File: config.mk
export PLATFORM = sky130hd
export DESIGN_NAME = ads_sample_status
export DESIGN_NICKNAME = d
export VERILOG_FILES = /design/src/ads_pkg.sv /design/src/ads_axis_flags.sv /design/src/ads_combined_flag.sv /design/src/ads_sample_status.sv
export VERILOG_INCLUDE_DIRS = /design/src /design/src/src
export SDC_FILE = /design/constraint.sdc
export NUM_CORES = 1
export LEC_CHECK = 0
export BUFFER_PORTS_ARGS = -buffer_cell sky130_fd_sc_hd__buf_2
export CAP_MARGIN = 20
export CORE_MARGIN = 2
export CORE_UTILIZATION = 45
export CTS_BUF_LIST = sky130_fd_sc_hd__clkbuf_8
export DETAILED_ROUTE_END_ITERATION = 7
export MAX_ROUTING_LAYER = met4
export PLACE_DENSITY = 0.79
export RECOVER_POWER = 25
export SLEW_MARGIN = 15
export SYNTH_ARGS = -nofsm -noshare
export SYNTH_HDL_FRONTEND = slang
export SYNTH_HIERARCHICAL = 1
export SYNTH_SLANG_ARGS = --single-unit
File: constraint.sdc
create_clock -name clk -period 4.35 [get_ports clk]
set_input_delay 0.435 -clock clk [delete_from_list [all_inputs] [get_ports clk]]
set_output_delay 0.435 -clock clk [all_outputs]
set_load 0.02 [all_outputs]
File: src/ads_defines.svh
// Address map, field positions and reset values of the sample status block.
// Assumes the register port presents one byte-wide address per access.
`ifndef ADS_DEFINES_SVH
`define ADS_DEFINES_SVH

// Status register and the axis high-byte output registers
`define ADS_STATUS_ADDR 8'h00
`define ADS_OUT_X_MSB_ADDR 8'h01
`define ADS_OUT_Y_MSB_ADDR 8'h03
`define ADS_OUT_Z_MSB_ADDR 8'h05

// Field positions inside the status byte
`define ADS_BIT_ZYXOW 7
`define ADS_BIT_ZOW 6
`define ADS_BIT_YOW 5
`define ADS_BIT_XOW 4
`define ADS_BIT_ZYXDR 3
`define ADS_BIT_ZDR 2
`define ADS_BIT_YDR 1
`define ADS_BIT_XDR 0

// Reset values
`define ADS_STATUS_RESET 8'h00
`define ADS_READ_IDLE 8'h00
`define ADS_SEEN_RESET 3'h0

`endif

File: src/ads_pkg.sv
// Types shared by the sample status block and its flag cells.
// Assumes ads_defines.svh carries all numeric constants.
package ads_pkg;

	// Register byte and register address
	typedef logic [7:0] ads_byte_t;
	typedef logic [7:0] ads_addr_t;

	// One bit per axis, index 0 is X, 1 is Y, 2 is Z
	typedef logic [2:0] ads_axis_t;

	// FIFO mode field; only the disabled mode shows the sample status view
	typedef enum logic [1:0] {
		ADS_FM_DISABLED = 2'h0,
		ADS_FM_CIRCULAR = 2'h1,
		ADS_FM_STOP = 2'h2,
		ADS_FM_TRIGGER = 2'h3
	} ads_fmode_t;

endpackage

File: src/ads_axis_flags.sv
// Ready and overwrite flags of one acceleration axis.
// Assumes sample and clear are one-cycle pulses on the same clock.
`timescale 1ns/1ps
`include "ads_defines.svh"

module ads_axis_flags (
	input wire logic clk, // System clock
	input wire logic rst_b, // Asynchronous reset, active low
	input wire logic sample, // New axis sample completed
	input wire logic clear, // High byte of this axis read
	output logic ready, // New axis data ready
	output logic overwrite, // Unread axis data was overwritten
	output logic owEvent // Overwrite happening this cycle
);
	import ads_pkg::*;

	logic ready_q, ready_d;
	logic over_q, over_d;

	// Set wins over a clear in the same cycle
	assign owEvent = sample & ready_q;
	assign ready_d = sample | (ready_q & ~clear);
	assign over_d = owEvent | (over_q & ~clear);
	assign ready = ready_q;
	assign overwrite = over_q;

	// Flag storage
	always_ff @(posedge clk or negedge rst_b) begin
		if (!rst_b) begin
			ready_q <= 1'b0;
			over_q <= 1'b0;
		end else begin
			ready_q <= ready_d;
			over_q <= over_d;
		end
	end

endmodule

File: src/ads_combined_flag.sv
// Combined flag set by any axis event and cleared once every axis high
// byte has been read since the last set.
// Assumes setEv and clrVec are one-cycle pulses on the same clock.
`timescale 1ns/1ps
`include "ads_defines.svh"

module ads_combined_flag (
	input wire logic clk, // System clock
	input wire logic rst_b, // Asynchronous reset, active low
	input wire logic setEv, // Flag set event
	input wire ads_pkg::ads_axis_t clrVec, // Per-axis high-byte reads
	output logic flag // Combined flag
);
	import ads_pkg::*;

	logic flag_q, flag_d;
	ads_axis_t seen_q, seen_d;
	ads_axis_t seenNow;
	logic allRead;

	// Reads since the last set accumulate until all axes are covered
	assign seenNow = seen_q | clrVec;
	assign allRead = &seenNow;
	assign flag_d = setEv | (flag_q & ~allRead);
	assign seen_d = (setEv | allRead) ? `ADS_SEEN_RESET : seenNow;
	assign flag = flag_q;

	// Flag and read tracking storage
	always_ff @(posedge clk or negedge rst_b) begin
		if (!rst_b) begin
			flag_q <= 1'b0;
			seen_q <= `ADS_SEEN_RESET;
		end else begin
			flag_q <= flag_d;
			seen_q <= seen_d;
		end
	end

endmodule

File: src/ads_sample_status.sv
// Sample status register: per-axis and combined ready and overwrite flags,
// read by the host through the device register port.
// Assumes all inputs come from logic on clk; sample pulses are one cycle.
`timescale 1ns/1ps
`include "ads_defines.svh"

// Behaviour
// - Address 0x00 shows this status view only while FIFO mode is 0b00.
// - Status updates on every acquired sample, tracking the axis outputs.
// - Bit 7 sets when a new sample overwrites unread axis data.
// - Bit 7 clears once X, Y and Z high bytes have been read.
// - Bit 6 sets on Z overwrite of unread data; clears on Z high read.
// - Bit 5 sets on Y overwrite of unread data; clears on Y high read.
// - Bit 4 sets on X overwrite of unread data; clears on X high read.
// - Bit 3 reads 1 when any enabled axis has a new acquisition.
// - Bit 3 clears after all three axis high bytes are read.
// - Bit 2 sets on new Z sample; clears on Z high-byte read.
// - Bit 1 sets on new Y sample; clears on Y high-byte read.
// - Bit 0 sets on new X sample; clears on X high-byte read.
module ads_sample_status (
	input wire logic clk, // System clock, 10 MHz
	input wire logic rst_b, // Asynchronous reset, active low
	input wire ads_pkg::ads_fmode_t fifoMode, // FIFO mode field
	input wire ads_pkg::ads_axis_t axisEnable, // Enabled axis channels
	input wire ads_pkg::ads_axis_t sampleDone, // Axis acquisition done
	input wire logic regRdStb, // Register read strobe
	input wire logic regWrStb, // Register write strobe
	input wire ads_pkg::ads_addr_t regAddr, // Register address
	output ads_pkg::ads_byte_t regRdData, // Read data, one cycle late
	output logic regRdValid, // Read data valid pulse
	output logic regWrIgnored, // Write to status address dropped
	output logic statusActive // Status view selected at 0x00
);
	import ads_pkg::*;

	ads_axis_t clrVec;
	ads_axis_t axisReady;
	ads_axis_t axisOver;
	ads_axis_t owEvent;
	ads_addr_t msbAddr [3];
	logic combReady;
	logic combOver;
	logic readySet;
	logic overSet;
	logic viewOn;
	logic statusHit;
	logic statusRead;
	ads_byte_t status;
	ads_byte_t rdMux;
	ads_byte_t rdData_q, rdData_d;
	logic rdValid_q;
	logic wrIgn_q, wrIgn_d;
	logic active_q;

	// High-byte output register addresses, one per axis
	assign msbAddr[0] = `ADS_OUT_X_MSB_ADDR;
	assign msbAddr[1] = `ADS_OUT_Y_MSB_ADDR;
	assign msbAddr[2] = `ADS_OUT_Z_MSB_ADDR;

	// Per-axis flag cells, cleared by reads of their high byte
	genvar gi;
	generate
		for (gi = 0; gi < 3; gi++) begin : g_axis
			assign clrVec[gi] = regRdStb && (regAddr == msbAddr[gi]);
			ads_axis_flags u_flags (
				.clk(clk),
				.rst_b(rst_b),
				.sample(sampleDone[gi]),
				.clear(clrVec[gi]),
				.ready(axisReady[gi]),
				.overwrite(axisOver[gi]),
				.owEvent(owEvent[gi])
			);
		end
	endgenerate

	// Combined event terms
	assign readySet = |(sampleDone & axisEnable);
	assign overSet = |owEvent;

	// Combined ready flag
	ads_combined_flag u_comb_ready (
		.clk(clk),
		.rst_b(rst_b),
		.setEv(readySet),
		.clrVec(clrVec),
		.flag(combReady)
	);

	// Combined overwrite flag
	ads_combined_flag u_comb_over (
		.clk(clk),
		.rst_b(rst_b),
		.setEv(overSet),
		.clrVec(clrVec),
		.flag(combOver)
	);

	// Status byte assembled from the flags
	assign status[`ADS_BIT_ZYXOW] = combOver;
	assign status[`ADS_BIT_ZOW] = axisOver[2];
	assign status[`ADS_BIT_YOW] = axisOver[1];
	assign status[`ADS_BIT_XOW] = axisOver[0];
	assign status[`ADS_BIT_ZYXDR] = combReady;
	assign status[`ADS_BIT_ZDR] = axisReady[2];
	assign status[`ADS_BIT_YDR] = axisReady[1];
	assign status[`ADS_BIT_XDR] = axisReady[0];

	// Address decode and view selection
	assign viewOn = (fifoMode == ADS_FM_DISABLED);
	assign statusHit = (regAddr == `ADS_STATUS_ADDR);
	assign statusRead = regRdStb && statusHit;
	assign rdMux = (statusRead && viewOn) ? status : `ADS_READ_IDLE;
	assign rdData_d = regRdStb ? rdMux : rdData_q;
	assign wrIgn_d = regWrStb && statusHit;

	// Read answer and status flags of the port
	always_ff @(posedge clk or negedge rst_b) begin
		if (!rst_b) begin
			rdData_q <= `ADS_READ_IDLE;
			rdValid_q <= 1'b0;
			wrIgn_q <= 1'b0;
			active_q <= 1'b0;
		end else begin
			rdData_q <= rdData_d;
			rdValid_q <= regRdStb;
			wrIgn_q <= wrIgn_d;
			active_q <= viewOn;
		end
	end

	assign regRdData = rdData_q;
	assign regRdValid = rdValid_q;
	assign regWrIgnored = wrIgn_q;
	assign statusActive = active_q;

	logic noSample;
	assign noSample = ~|sampleDone;
endmodule

==> summary.txt, run 1 <==
Clocking
  • Max Root-Sink Buffers: 2
  • CTS root buf: clkbuf_8
  • Post-CTS Setup Inserts: 0
  • Clock sink count: 25
  • CTS H-tree depth: 1
  • Cts bufs inserted: 3
  • Clk Latency, worst-skew pair: roughly 270 ps
  • Hold_buf cts: 0
  • Post-cts gate resize count: 0
  • Clock tree from TritonCTS: done
  • Clk slew on worst S/H paths: 80 ps

STA
  • Final min period: ~2100 ps
  • Final Cycle Share: around half
  • Final slew viol count: 0
  • Fmax: ~470 MHz
  • Setup tns final: 0 ps
  • Final hold violation count: 0
  • RSZ-0062 raised after global routing: false
  • Worst Skew: around 3.8 ps
  • Final Setup Violations: 0
  • Relative slew margins: between 15 and 20%
  • Worst slew pin tran: 1270 ps

Worst setup path
  • Crit path arrival time: between 2000 and 2500 ps
  • Critical path fanouts, max: 18
  • Setup crit end kind: flop
  • Critical path startpoint category: input port
  • Worst reg2reg setup slack: 2680 ps
  • Worst Path Required: between 4000 and 5000 ps
  • Crit Path Category: in -> reg

Synth
  • Synth area leaders: dfrtp_1 59%, a31o_1 6.6%, nor2b_1 4.7%
  • Compound-gate portion of the synthesized area: between 20% and 30%
  • Largest family of logic cells by synthesized area: compound AO/OA/AOI/OAI gates
  • Syn_area_per_cell: about 12 um2
  • Yosys top cell by area: dfrtp_1
  • Post-Synth Simple-Gate Area: between 10% and 20%
  • Register area share after synthesis: roughly three fifths
  • Synth warnings: 6
  • Adder-cell share of the synthesized area: 0%
  • Synth Area in XOR/XNOR: 0%
  • Synthesized cell area: ~1100 um2
  • Synth cell types: 23
  • Mapped Cells: between 80 and 90
  • Mapped Nets: between 100 and 150
  • Mux share of post-synthesis cell area: 0%
  • Yosys top cell area share: about three fifths
  • Seq cells post-synth: 25

Cells and area
  • Most common cell after layout, fill and taps aside: buf_2
  • Layout cells sized above 1: 33.3%
  • Multi-input logic area: around 420 um2
  • Most used cells in the layout excluding fill and tap cells: 27 x buf_2, 25 x dfrtp_1, 8 x nor2b_1, 8 x a31o_1
  • Register area: about 630 um2
  • Diodes inserted: 0
  • Layout area overhead: 20.8%
  • Fin area: ~1300 um2
  • FILL cells: approximately 200
  • # nets final: roughly 140

GRT
  • Initial antenna violation count: 0
  • Vias in the first global route: about 810
  • First-pass GRT wire length: 3530 um
  • Gr usage total: between 15 and 20%
  • Gr ovfl total: 0
  • Largest net degree at the start of global routing: 26

Placement
  • Count of input and output buffers: 30
  • DP Area: roughly 1200 um2
  • DP HPWL: between 1500 and 2000 um
  • Placer congestion estimate: slightly above 0.7

Route
  • Post-DR vias/cell: 5.47
  • WL/cell: between 10 and 15 um
  • Number of DRC markers in iteration 0: 18
  • Detailed Route WL: approximately 2100 um
  • Initial DRT Pass Iterations: 4
  • Post-route antenna net violation count: 0
  • Routed vias: ~800
  • Detailed-route DRC error count: 0

Floorplan
  • Width of the die: about 53 um
  • I/O Pins: 31
  • Die footprint: ~2800 um2
  • CORE AREA: 2230 um2
  • Starting density of the core: about 48%
  • Die height: between 50 and 60 um
  • Core Rows: 17

Worst hold path
  • Worst Hold Class: in -> reg

Power
  • Maximum vdd drop: about 0.2 mV
  • Leakage: between 0.6 and 0.7 nW
  • PD cells: 307 nW/um2

Job
  • Max-Cap Viols: 0

Status
  • Status: complete, no violations
[sequential cells by signal, indices dropped and copies added, names as in the netlist]
register                  flops
regRdData                     8
g_axis.u_flags/overwrite      3
g_axis.u_flags/ready          3
u_comb_over/seen_q            3
u_comb_ready/seen_q           3
regRdValid                    1
regWrIgnored                  1
statusActive                  1
u_comb_over/flag              1
u_comb_ready/flag             1
[cells in the mapped netlist]
cell type	n
a211oi_2	2
a21o_1	3
a21o_2	3
a21oi_1	2
a222oi_1	1
a31o_1	8
and2_4	3
clkbuf_1	1
dfrtp_1	25
inv_1	5
nand4_1	1
nor2_1	6
nor2b_1	8
nor3_1	5
nor3b_1	2
nor4_4	1
o21bai_1	2
o22a_1	2
o32a_1	2
or2_1	2
or3_1	1
or4_1	1
or4_4	1
[through the flow]
stage	hold WS [ps]	std cells	util, %	setup WS (ps)	power (mW)
floorplan	139	87	-	2530	0.249
global placement	443	144	56.0	2320	0.266
detailed placement	453	144	56.0	2270	0.267
CTS	157	148	58.0	2550	0.401
global route	345	148	57.8	1990	0.412
finish	350	148	57.8	2210	0.396
[layer usage]
metal	up-vias	global-route usage, %	share of wire [%]
met5	-	-	0
met4	0	9.83	2.1
met3	5	3.71	4.8
met2	28	30.2	51
met1	390	20.6	42
li1	386	-	-
[layout make-up]
class | instances | area share (%)
clock buffers | 3 | 3.20
clock inverters | 1 | 0.291
inverters | 5 | 1.45
multi-input cells | 56 | 32.6
flip-flops and latches | 25 | 48.4
well taps | 28 | 2.71
repair buffers | 30 | 11.3
[logic make-up (layout without fill, tap and decap cells)]
family / Yosys count / in the layout
buffers and inverters: 6 / 39
AO/OA/AOI/OAI: 25 / 25
flip-flops: 25 / 25
AND/OR/NAND/NOR: 31 / 31
[worst max-delay path, stage by stage]
cell	delay [ps]
clkbuf_1	520
nand4_1	270
nor3b_1	560
o21bai_1	190
o32a_1	320
[final timing paths]
check                                                           start  cells after the start                                    end
min in group asynchronous                                       rst_b                      1               regRdData[3]$_DFFE_PN0P_
worst max register to register      g_axis[1].u_flags/ready$_DFF_PN0_                      4             u_comb_over/flag$_DFF_PN0_
max in group asynchronous                                       rst_b                      1             u_comb_over/flag$_DFF_PN0_
worst max-delay path                                         regRdStb                      5             u_comb_over/flag$_DFF_PN0_
worst min register to register  g_axis[0].u_flags/overwrite$_DFF_PN0_                      1  g_axis[0].u_flags/overwrite$_DFF_PN0_
worst min-delay path                                      fifoMode[0]                      2                 statusActive$_DFF_PN0_
[where the power goes]
group	leakage [nW]	switching, mW	total [mW]	internal [mW]
sequential	0.304	0.000352	0.234	0.233
combinational	0.291	0.0168	0.0280	0.0112
clock	0.0269	0.0710	0.134	0.0632
total	0.622	0.0882	0.396	0.308
Power figures use the tool's default switching activity.
==> inputs of run 2 (changes only) <==
Settings changed: ABC_AREA from default to 1, PLACE_DENSITY 0.79 to 0.78.
Clock period 4.35 ns to 2 ns, I/O delays scaled along.
==> run 2 against run 1 <==
Count of clock-buffer cells in the layout unchanged. Clock power up 120%. Core utilization down 1.6 points. Via count up 17%. Largest cell class unchanged. Highest routed layer unchanged.
==> summary.txt, run 2 <==
Floorplan
  • Width of the die: 54.6 um (+3.5%)
  • Die height: 54.6 um (+3.5%)
  • CORE AREA: 2450 um2 (+9.9%)
  • Core Rows: 18 (+1)
  • I/O Pins: 31 (unchanged)
  • Die footprint: 2980 um2 (+7.0%)
  • Starting density of the core: 46.8% (-1.0 points)

STA
  • RSZ-0062 raised after global routing: false
  • Final min period: 1280 ps
  • Final Setup Violations: 0 (unchanged)
  • Worst Skew: 4.86 ps (+1.03 ps)
  • Relative slew margins: 40.8% (+25 points)
  • Worst slew pin tran: 881 ps (-387 ps)
  • Final hold violation count: 0 (unchanged)
  • Final Cycle Share: a little under two thirds
  • Final slew viol count: 0 (unchanged)
  • Setup tns final: 0 ps (unchanged)
  • Fmax: approximately 780 MHz

Route
  • Detailed Route WL: 2270 um (+9.2%)
  • Number of DRC markers in iteration 0: 27 (+9)
  • Routed vias: 947 (+17%)
  • Detailed-route DRC error count: 0 (unchanged)
  • Post-route antenna net violation count: 0 (unchanged)
  • Initial DRT Pass Iterations: 4 (unchanged)
  • Post-DR vias/cell: 4.62 (-15%)
  • WL/cell: 11.0 um (-21%)

Synth
  • Synth warnings: 6 (unchanged)
  • Register area share after synthesis: 54.4% (-4.1 points)
  • Synthesized cell area: 1150 um2 (+7.6%)
  • Yosys top cell area share: 54.4% (-4.1 points)
  • Most common cell in the netlist: nand2_1
  • Yosys top cell by area: dfrtp_1
  • Mapped Cells: 140 (+61%)
  • Post-synth EDFFs: 0 (unchanged)
  • Syn_area_per_cell: 8.21 um2 (-33%)
  • Top post-synthesis cells by count: 44 x nand2_1, 28 x inv_1, 25 x dfrtp_1
  • Synth cell types: 14 (-39%)
  • Synth Flop Type: dfrtp_1
  • Post-synth ARST share: 100% (unchanged)
  • Synth area leaders: dfrtp_1 54%, nand2_1 14%, inv_1 9.1%
  • Seq cells post-synth: 25 (unchanged)
  • Mapped Nets: 160 (+50%)

Worst setup path
  • Critical path fanouts, max: 10 (-8)
  • Crit Path Category: in -> reg
  • Crit path arrival time: 1490 ps (-800 ps)
  • Critical path startpoint category: input port
  • Worst Path Required: 2210 ps (-2290 ps)
  • Setup crit end kind: flop

Cells and area
  • # nets final: 196 (+39%)
  • Most used cells in the layout excluding fill and tap cells: 44 x nand2_1, 30 x inv_1, 28 x buf_2, 25 x dfrtp_1, 12 x nand3_1
  • Layout area overhead: 19.9%
  • Final Core Density: 56.2% (-1.6 points)
  • Fin area: 1380 um2 (+6.8%)
  • Diodes inserted: 0 (unchanged)
  • Fin cells: 205 (+39%)
  • Layout cells sized above 1: 26.3% (-7.0 points)
  • FILL cells: 239 (+23%)
  • Largest register FFs: 8 (unchanged)
  • Most common cell after layout, fill and taps aside: nand2_1

Power
  • Leakage: 0.774 nW (+24%)
  • Pint: 0.671 mW (+120%)
  • Sequential Power Share: 58.0% (-1.0 points)
  • Overall Power: 0.876 mW (+120%)
  • PD cells: 636 nW/um2 (+110%)
  • Combinational share of power: 8.1% (+1.0 points)
  • Clock power share: 33.9% (about the same)
  • Maximum vdd drop: 0.485 mV (+140%)
  • Switching fraction of total power: 23.5% (+1.2 points)
  • NetSw: 0.206 mW (+130%)

Job
  • Max-Cap Viols: 0 (unchanged)

Placement
  • Count of input and output buffers: 30 (unchanged)
  • Placer congestion estimate: 0.858 (+20%)
  • DP HPWL: 1730 um (+8.1%)
  • DP Area: 1340 um2 (+7.0%)
  • Placed Cells: 200 (+39%)

Clocking
  • Cts bufs inserted: 3 (unchanged)
  • Clk slew on worst S/H paths: 90 ps (about the same)
  • Hold_buf cts: 1 (+1)
  • Post-CTS Setup Inserts: 0 (unchanged)
  • Clk Latency, worst-skew pair: 270 ps (about the same)
  • Clock sink count: 25 (unchanged)
  • Clock tree from TritonCTS: done
  • CTS H-tree depth: 1 (unchanged)
  • Max Root-Sink Buffers: 2 (unchanged)
  • CTS root buf: clkbuf_8
  • Post-cts gate resize count: 0 (unchanged)

GRT
  • Gr usage total: 17.9% (-0.35 points)
  • Gr ovfl total: 0 (unchanged)
  • First-pass GRT wire length: 3610 um (+2.4%)
  • Vias in the first global route: 910 (+13%)
  • Initial antenna violation count: 0 (unchanged)
  • Largest net degree at the start of global routing: 26 (unchanged)

Worst hold path
  • Worst Hold Class: in -> reg

Status
  • Status: complete, no violations
[run 2: path summary, 6_finish.rpt]
path,startpoint,endpoint,slack (ps),cells after the start
min in group asynchronous,rst_b,regRdValid$_DFF_PN0_,450,2
max,regRdStb,regRdData[4]$_DFFE_PN0P_,720,5
max in group asynchronous,rst_b,g_axis[0].u_flags/ready$_DFF_PN0_,1180,2
max reg2reg,g_axis[1].u_flags/ready$_DFF_PN0_,u_comb_over/seen_q[1]$_DFF_PN0_,790,6
min,regRdStb,regRdValid$_DFF_PN0_,70,1
min reg2reg,g_axis[1].u_flags/overwrite$_DFF_PN0_,g_axis[1].u_flags/overwrite$_DFF_PN0_,480,2
[run 2: logic make-up (layout without fill, tap and decap cells)]
group                  after synthesis  in the layout  share of synthesized area (%)
DFF                                 25             25                           54.4
and+or+nand+nor                     84             84                           35.5
buffers and inverters               31             66                           10.1
[run 2: layout make-up]
cell class,count,area (um2),share of cell area [%]
clock buffer,3,41.3,2.99
clock inverter,1,3.75,0.272
tap,30,37.5,2.72
timing repair buffer,31,158,11.4
sequential,25,626,45.4
multi-input combinational,84,397,28.8
inverter,31,116,8.44
[run 2: routing by layer]
metal / wire [um] / vias up / track usage [%]
met5: 0 / - / -
met4: 30 / 0 / 8.33
met3: 86 / 3 / 3.55
met2: 1140 / 22 / 29.7
met1: 1010 / 437 / 20.7
li1: - / 485 / -
[run 2: worst max-delay path, stage by stage]
cell and delay [ps]:
clkbuf_1 120, inv_1 180, nor3_1 720, nand3_1 170, nand2_1 100
[run 2: stage by stage]
| stage | setup slack, ps | hold WS [ps] |
|---|---|---|
| 6_report | 722 | 70.0 |
| 4_1_cts | 788 | 68.7 |
| 3_3_place_gp | 691 | 208 |
| 5_1_grt | 541 | 70.8 |
| 2_1_floorplan | 888 | -95.6 |
| 3_5_place_dp | 577 | 219 |
[run 2: power by group through the flow]
stage	clock, mW	combinational (mW)	sequential, mW
final	0.297	0.0708	0.508
after global routing	0.326	0.0807	0.509
after CTS	0.302	0.0754	0.508
after detailed placement	0	0.0737	0.518
after global placement	0	0.0708	0.518
after floorplan	0	0.0272	0.522
==> inputs of run 3 (changes only) <==
Settings changed: ABC_AREA 1 to 0, PLACE_DENSITY 0.78 to 0.79.
Clock period 2 ns to 1.3 ns, I/O delays scaled along.
==> run 3 against run 2 <==
The flow now finishes with violations (negative setup slack). Critical path depth down 1. Routed wire length up 7.2%. Combinational power up 77%. Critical endpoint is now u_comb_over/flag$_DFF_PN0_. Largest cell class unchanged.
==> summary.txt, run 3 (synthesized netlist as in run 1, its figures left out) <==
Floorplan
  • Starting density of the core: 47.8% (+1.0 points)
  • Die height: 52.7 um (-3.3%)
  • I/O Pins: 31 (unchanged)
  • CORE AREA: 2230 um2 (-9.0%)
  • Width of the die: 52.7 um (-3.3%)
  • Die footprint: 2780 um2 (-6.6%)
  • Core Rows: 17 (-1)

GRT
  • Vias in the first global route: 912 (+0.22%)
  • Largest net degree at the start of global routing: 26 (unchanged)
  • Gr ovfl total: 0 (unchanged)
  • Gr usage total: 20.1% (+2.3 points)
  • Initial antenna violation count: 0 (unchanged)
  • First-pass GRT wire length: 3880 um (+7.6%)

Cells and area
  • Diodes inserted: 0 (unchanged)
  • Layout area overhead: 41.5%
  • # nets final: 162 (-17%)
  • Layout cells sized above 1: 48.2% (+22 points)
  • Most common cell after layout, fill and taps aside: buf_2
  • Most used cells in the layout excluding fill and tap cells: 28 x buf_2, 25 x dfrtp_1, 17 x buf_4, 8 x nor2b_1, 8 x a31o_1
  • Largest register FFs: 8 (unchanged)

Worst hold path
  • Worst Hold Class: in -> reg

Route
  • Detailed Route WL: 2430 um (+7.2%)
  • Post-route antenna net violation count: 0 (unchanged)
  • Number of DRC markers in iteration 0: 11 (-59%)
  • Post-DR vias/cell: 5.20 (+13%)
  • Initial DRT Pass Iterations: 4 (unchanged)
  • Detailed-route DRC error count: 0 (unchanged)
  • WL/cell: 14.4 um (+30%)
  • Routed vias: 879 (-7.2%)

Worst setup path
  • Top delay family on crit path: simple AND/OR/NAND/NOR gates
  • Worst path slowest cell: dfrtp_1
  • CP cell instances: and2_4 -> or3_4 -> o21bai_4 -> o32a_1
  • Critical path fanouts, max: 2 (-8)
  • Crit path arrival time: 1650 ps (+160 ps)
  • Critical path startpoint category: flop
  • Worst Path Required: 1450 ps (-760 ps)
  • Crit Path Category: reg -> reg
  • Setup crit end kind: flop
  • Crit path buf inv count: 0 (-2)
  • Delay of the slowest cell on the worst path: 400 ps (-320 ps)

Placement
  • Placer congestion estimate: 0.715 (-17%)
  • Count of input and output buffers: 30 (unchanged)
  • DP Worst Slack: -317 ps (-894 ps)
  • DP HPWL: 1890 um (+9.4%)

Clocking
  • Clock sink count: 25 (unchanged)
  • Clk slew on worst S/H paths: 80 ps (about the same)
  • Clk Latency, worst-skew pair: 260 ps (about the same)
  • Cts bufs inserted: 3 (unchanged)
  • Max Root-Sink Buffers: 2 (unchanged)
  • Clock tree from TritonCTS: done
  • CTS root buf: clkbuf_8
  • CTS H-tree depth: 1 (unchanged)

Status
  • Status: complete, but fails checks
  • Failing checks: negative setup slack

STA
  • Final Setup Violations: 5 (+5)
  • Worst Skew: 2.21 ps (-2.65 ps)
  • Worst setup margin: -195 ps (-917 ps)
  • Final Cycle Share: 115%
  • RSZ-0062 raised after global routing: true
  • Final hold violation count: 0 (unchanged)
  • Worst slew pin tran: 647 ps (-233 ps)
  • Setup tns final: -506 ps (-506 ps)
  • Relative slew margins: 56.8% (+16 points)
  • Fmax: around 670 MHz
  • Final slew viol count: 0 (unchanged)
  • Final min period: about 1500 ps
  • Hold Slack: 50.9 ps (-19.1 ps)

Power
  • Maximum vdd drop: 0.615 mV (+27%)
  • Leakage: 0.728 nW (-5.8%)
  • Overall Power: 1.35 mW (+54%)
  • PD cells: 891 nW/um2 (+40%)

Job
  • Max-Cap Viols: 0 (unchanged)
run 3: cell count changes in the layout (fill, tap and decap cells not counted), sizes merged, moves of 3 or more:
cell / before / now
nand2: 52 / 0
inv: 32 / 6
buf: 28 / 47
nand3: 14 / 0
a31o: 0 / 8
nor2b: 0 / 8
nor2: 13 / 6
a21o: 0 / 6
and2: 0 / 3
nor3: 2 / 5
run 3: power by group:
group	switching [mW]	leakage, nW	total (mW)	internal [mW]
Sequential	0.00101	0.304	0.782	0.781
Combinational	0.0678	0.397	0.125	0.0573
Clock	0.229	0.0269	0.440	0.211
run 3: path summary, 6_finish.rpt:
| kind | startpoint | endpoint | slack, ps | depth (start not counted) |
|---|---|---|---|---|
| worst min register to register | g_axis[1].u_flags/overwrite$_DFF_PN0_ | g_axis[1].u_flags/overwrite$_DFF_PN0_ | 490 | 1 |
| worst max register to register | g_axis[0].u_flags/ready$_DFF_PN0_ | u_comb_over/flag$_DFF_PN0_ | -190 | 4 |
| min in group asynchronous | rst_b | g_axis[1].u_flags/ready$_DFF_PN0_ | 410 | 2 |
| worst max-delay path | g_axis[0].u_flags/ready$_DFF_PN0_ | u_comb_over/flag$_DFF_PN0_ | -190 | 4 |
| worst min-delay path | fifoMode[0] | statusActive$_DFF_PN0_ | 50 | 2 |
| max in group asynchronous | rst_b | regRdData[3]$_DFFE_PN0P_ | 480 | 2 |
run 3: final cells by class:
cell class	instances	area (um2)
Timing Repair Buffer	51	313
Multi-Input combinational cell	56	474
Sequential cell	25	626
Clock inverter	1	3.75
Fill cell	179	722
Tap cell	28	35.0
Inverter	5	18.8
Clock buffer	3	41.3
run 3: repair_timing:
item / in CTS / in global routing
resized for setup: 6 / 2
hold buffers: 1 / 0
setup buffers: 1 / 2
endpoints found under the hold margin: 25 / 0
pin swaps: 2 / 1
setup endpoints to repair: 4 / 8
run 3: metal layers:
metal	global-route usage, %	vias up	part of all wire [%]
met5	-	-	0
met4	7.26	0	1.5
met3	3.43	6	2.8
met2	35.6	18	53
met1	22.7	426	42
li1	-	429	-
run 3: per-stage QoR:
stage | utilization (%) | area [um2] | instances
2_1_floorplan | - | 1090 | 87
3_3_place_gp | 62.6 | 1400 | 161
3_5_place_dp | 62.6 | 1400 | 161
4_1_cts | 66.9 | 1500 | 167
5_1_grt | 67.7 | 1510 | 169
6_report | 67.7 | 1510 | 169
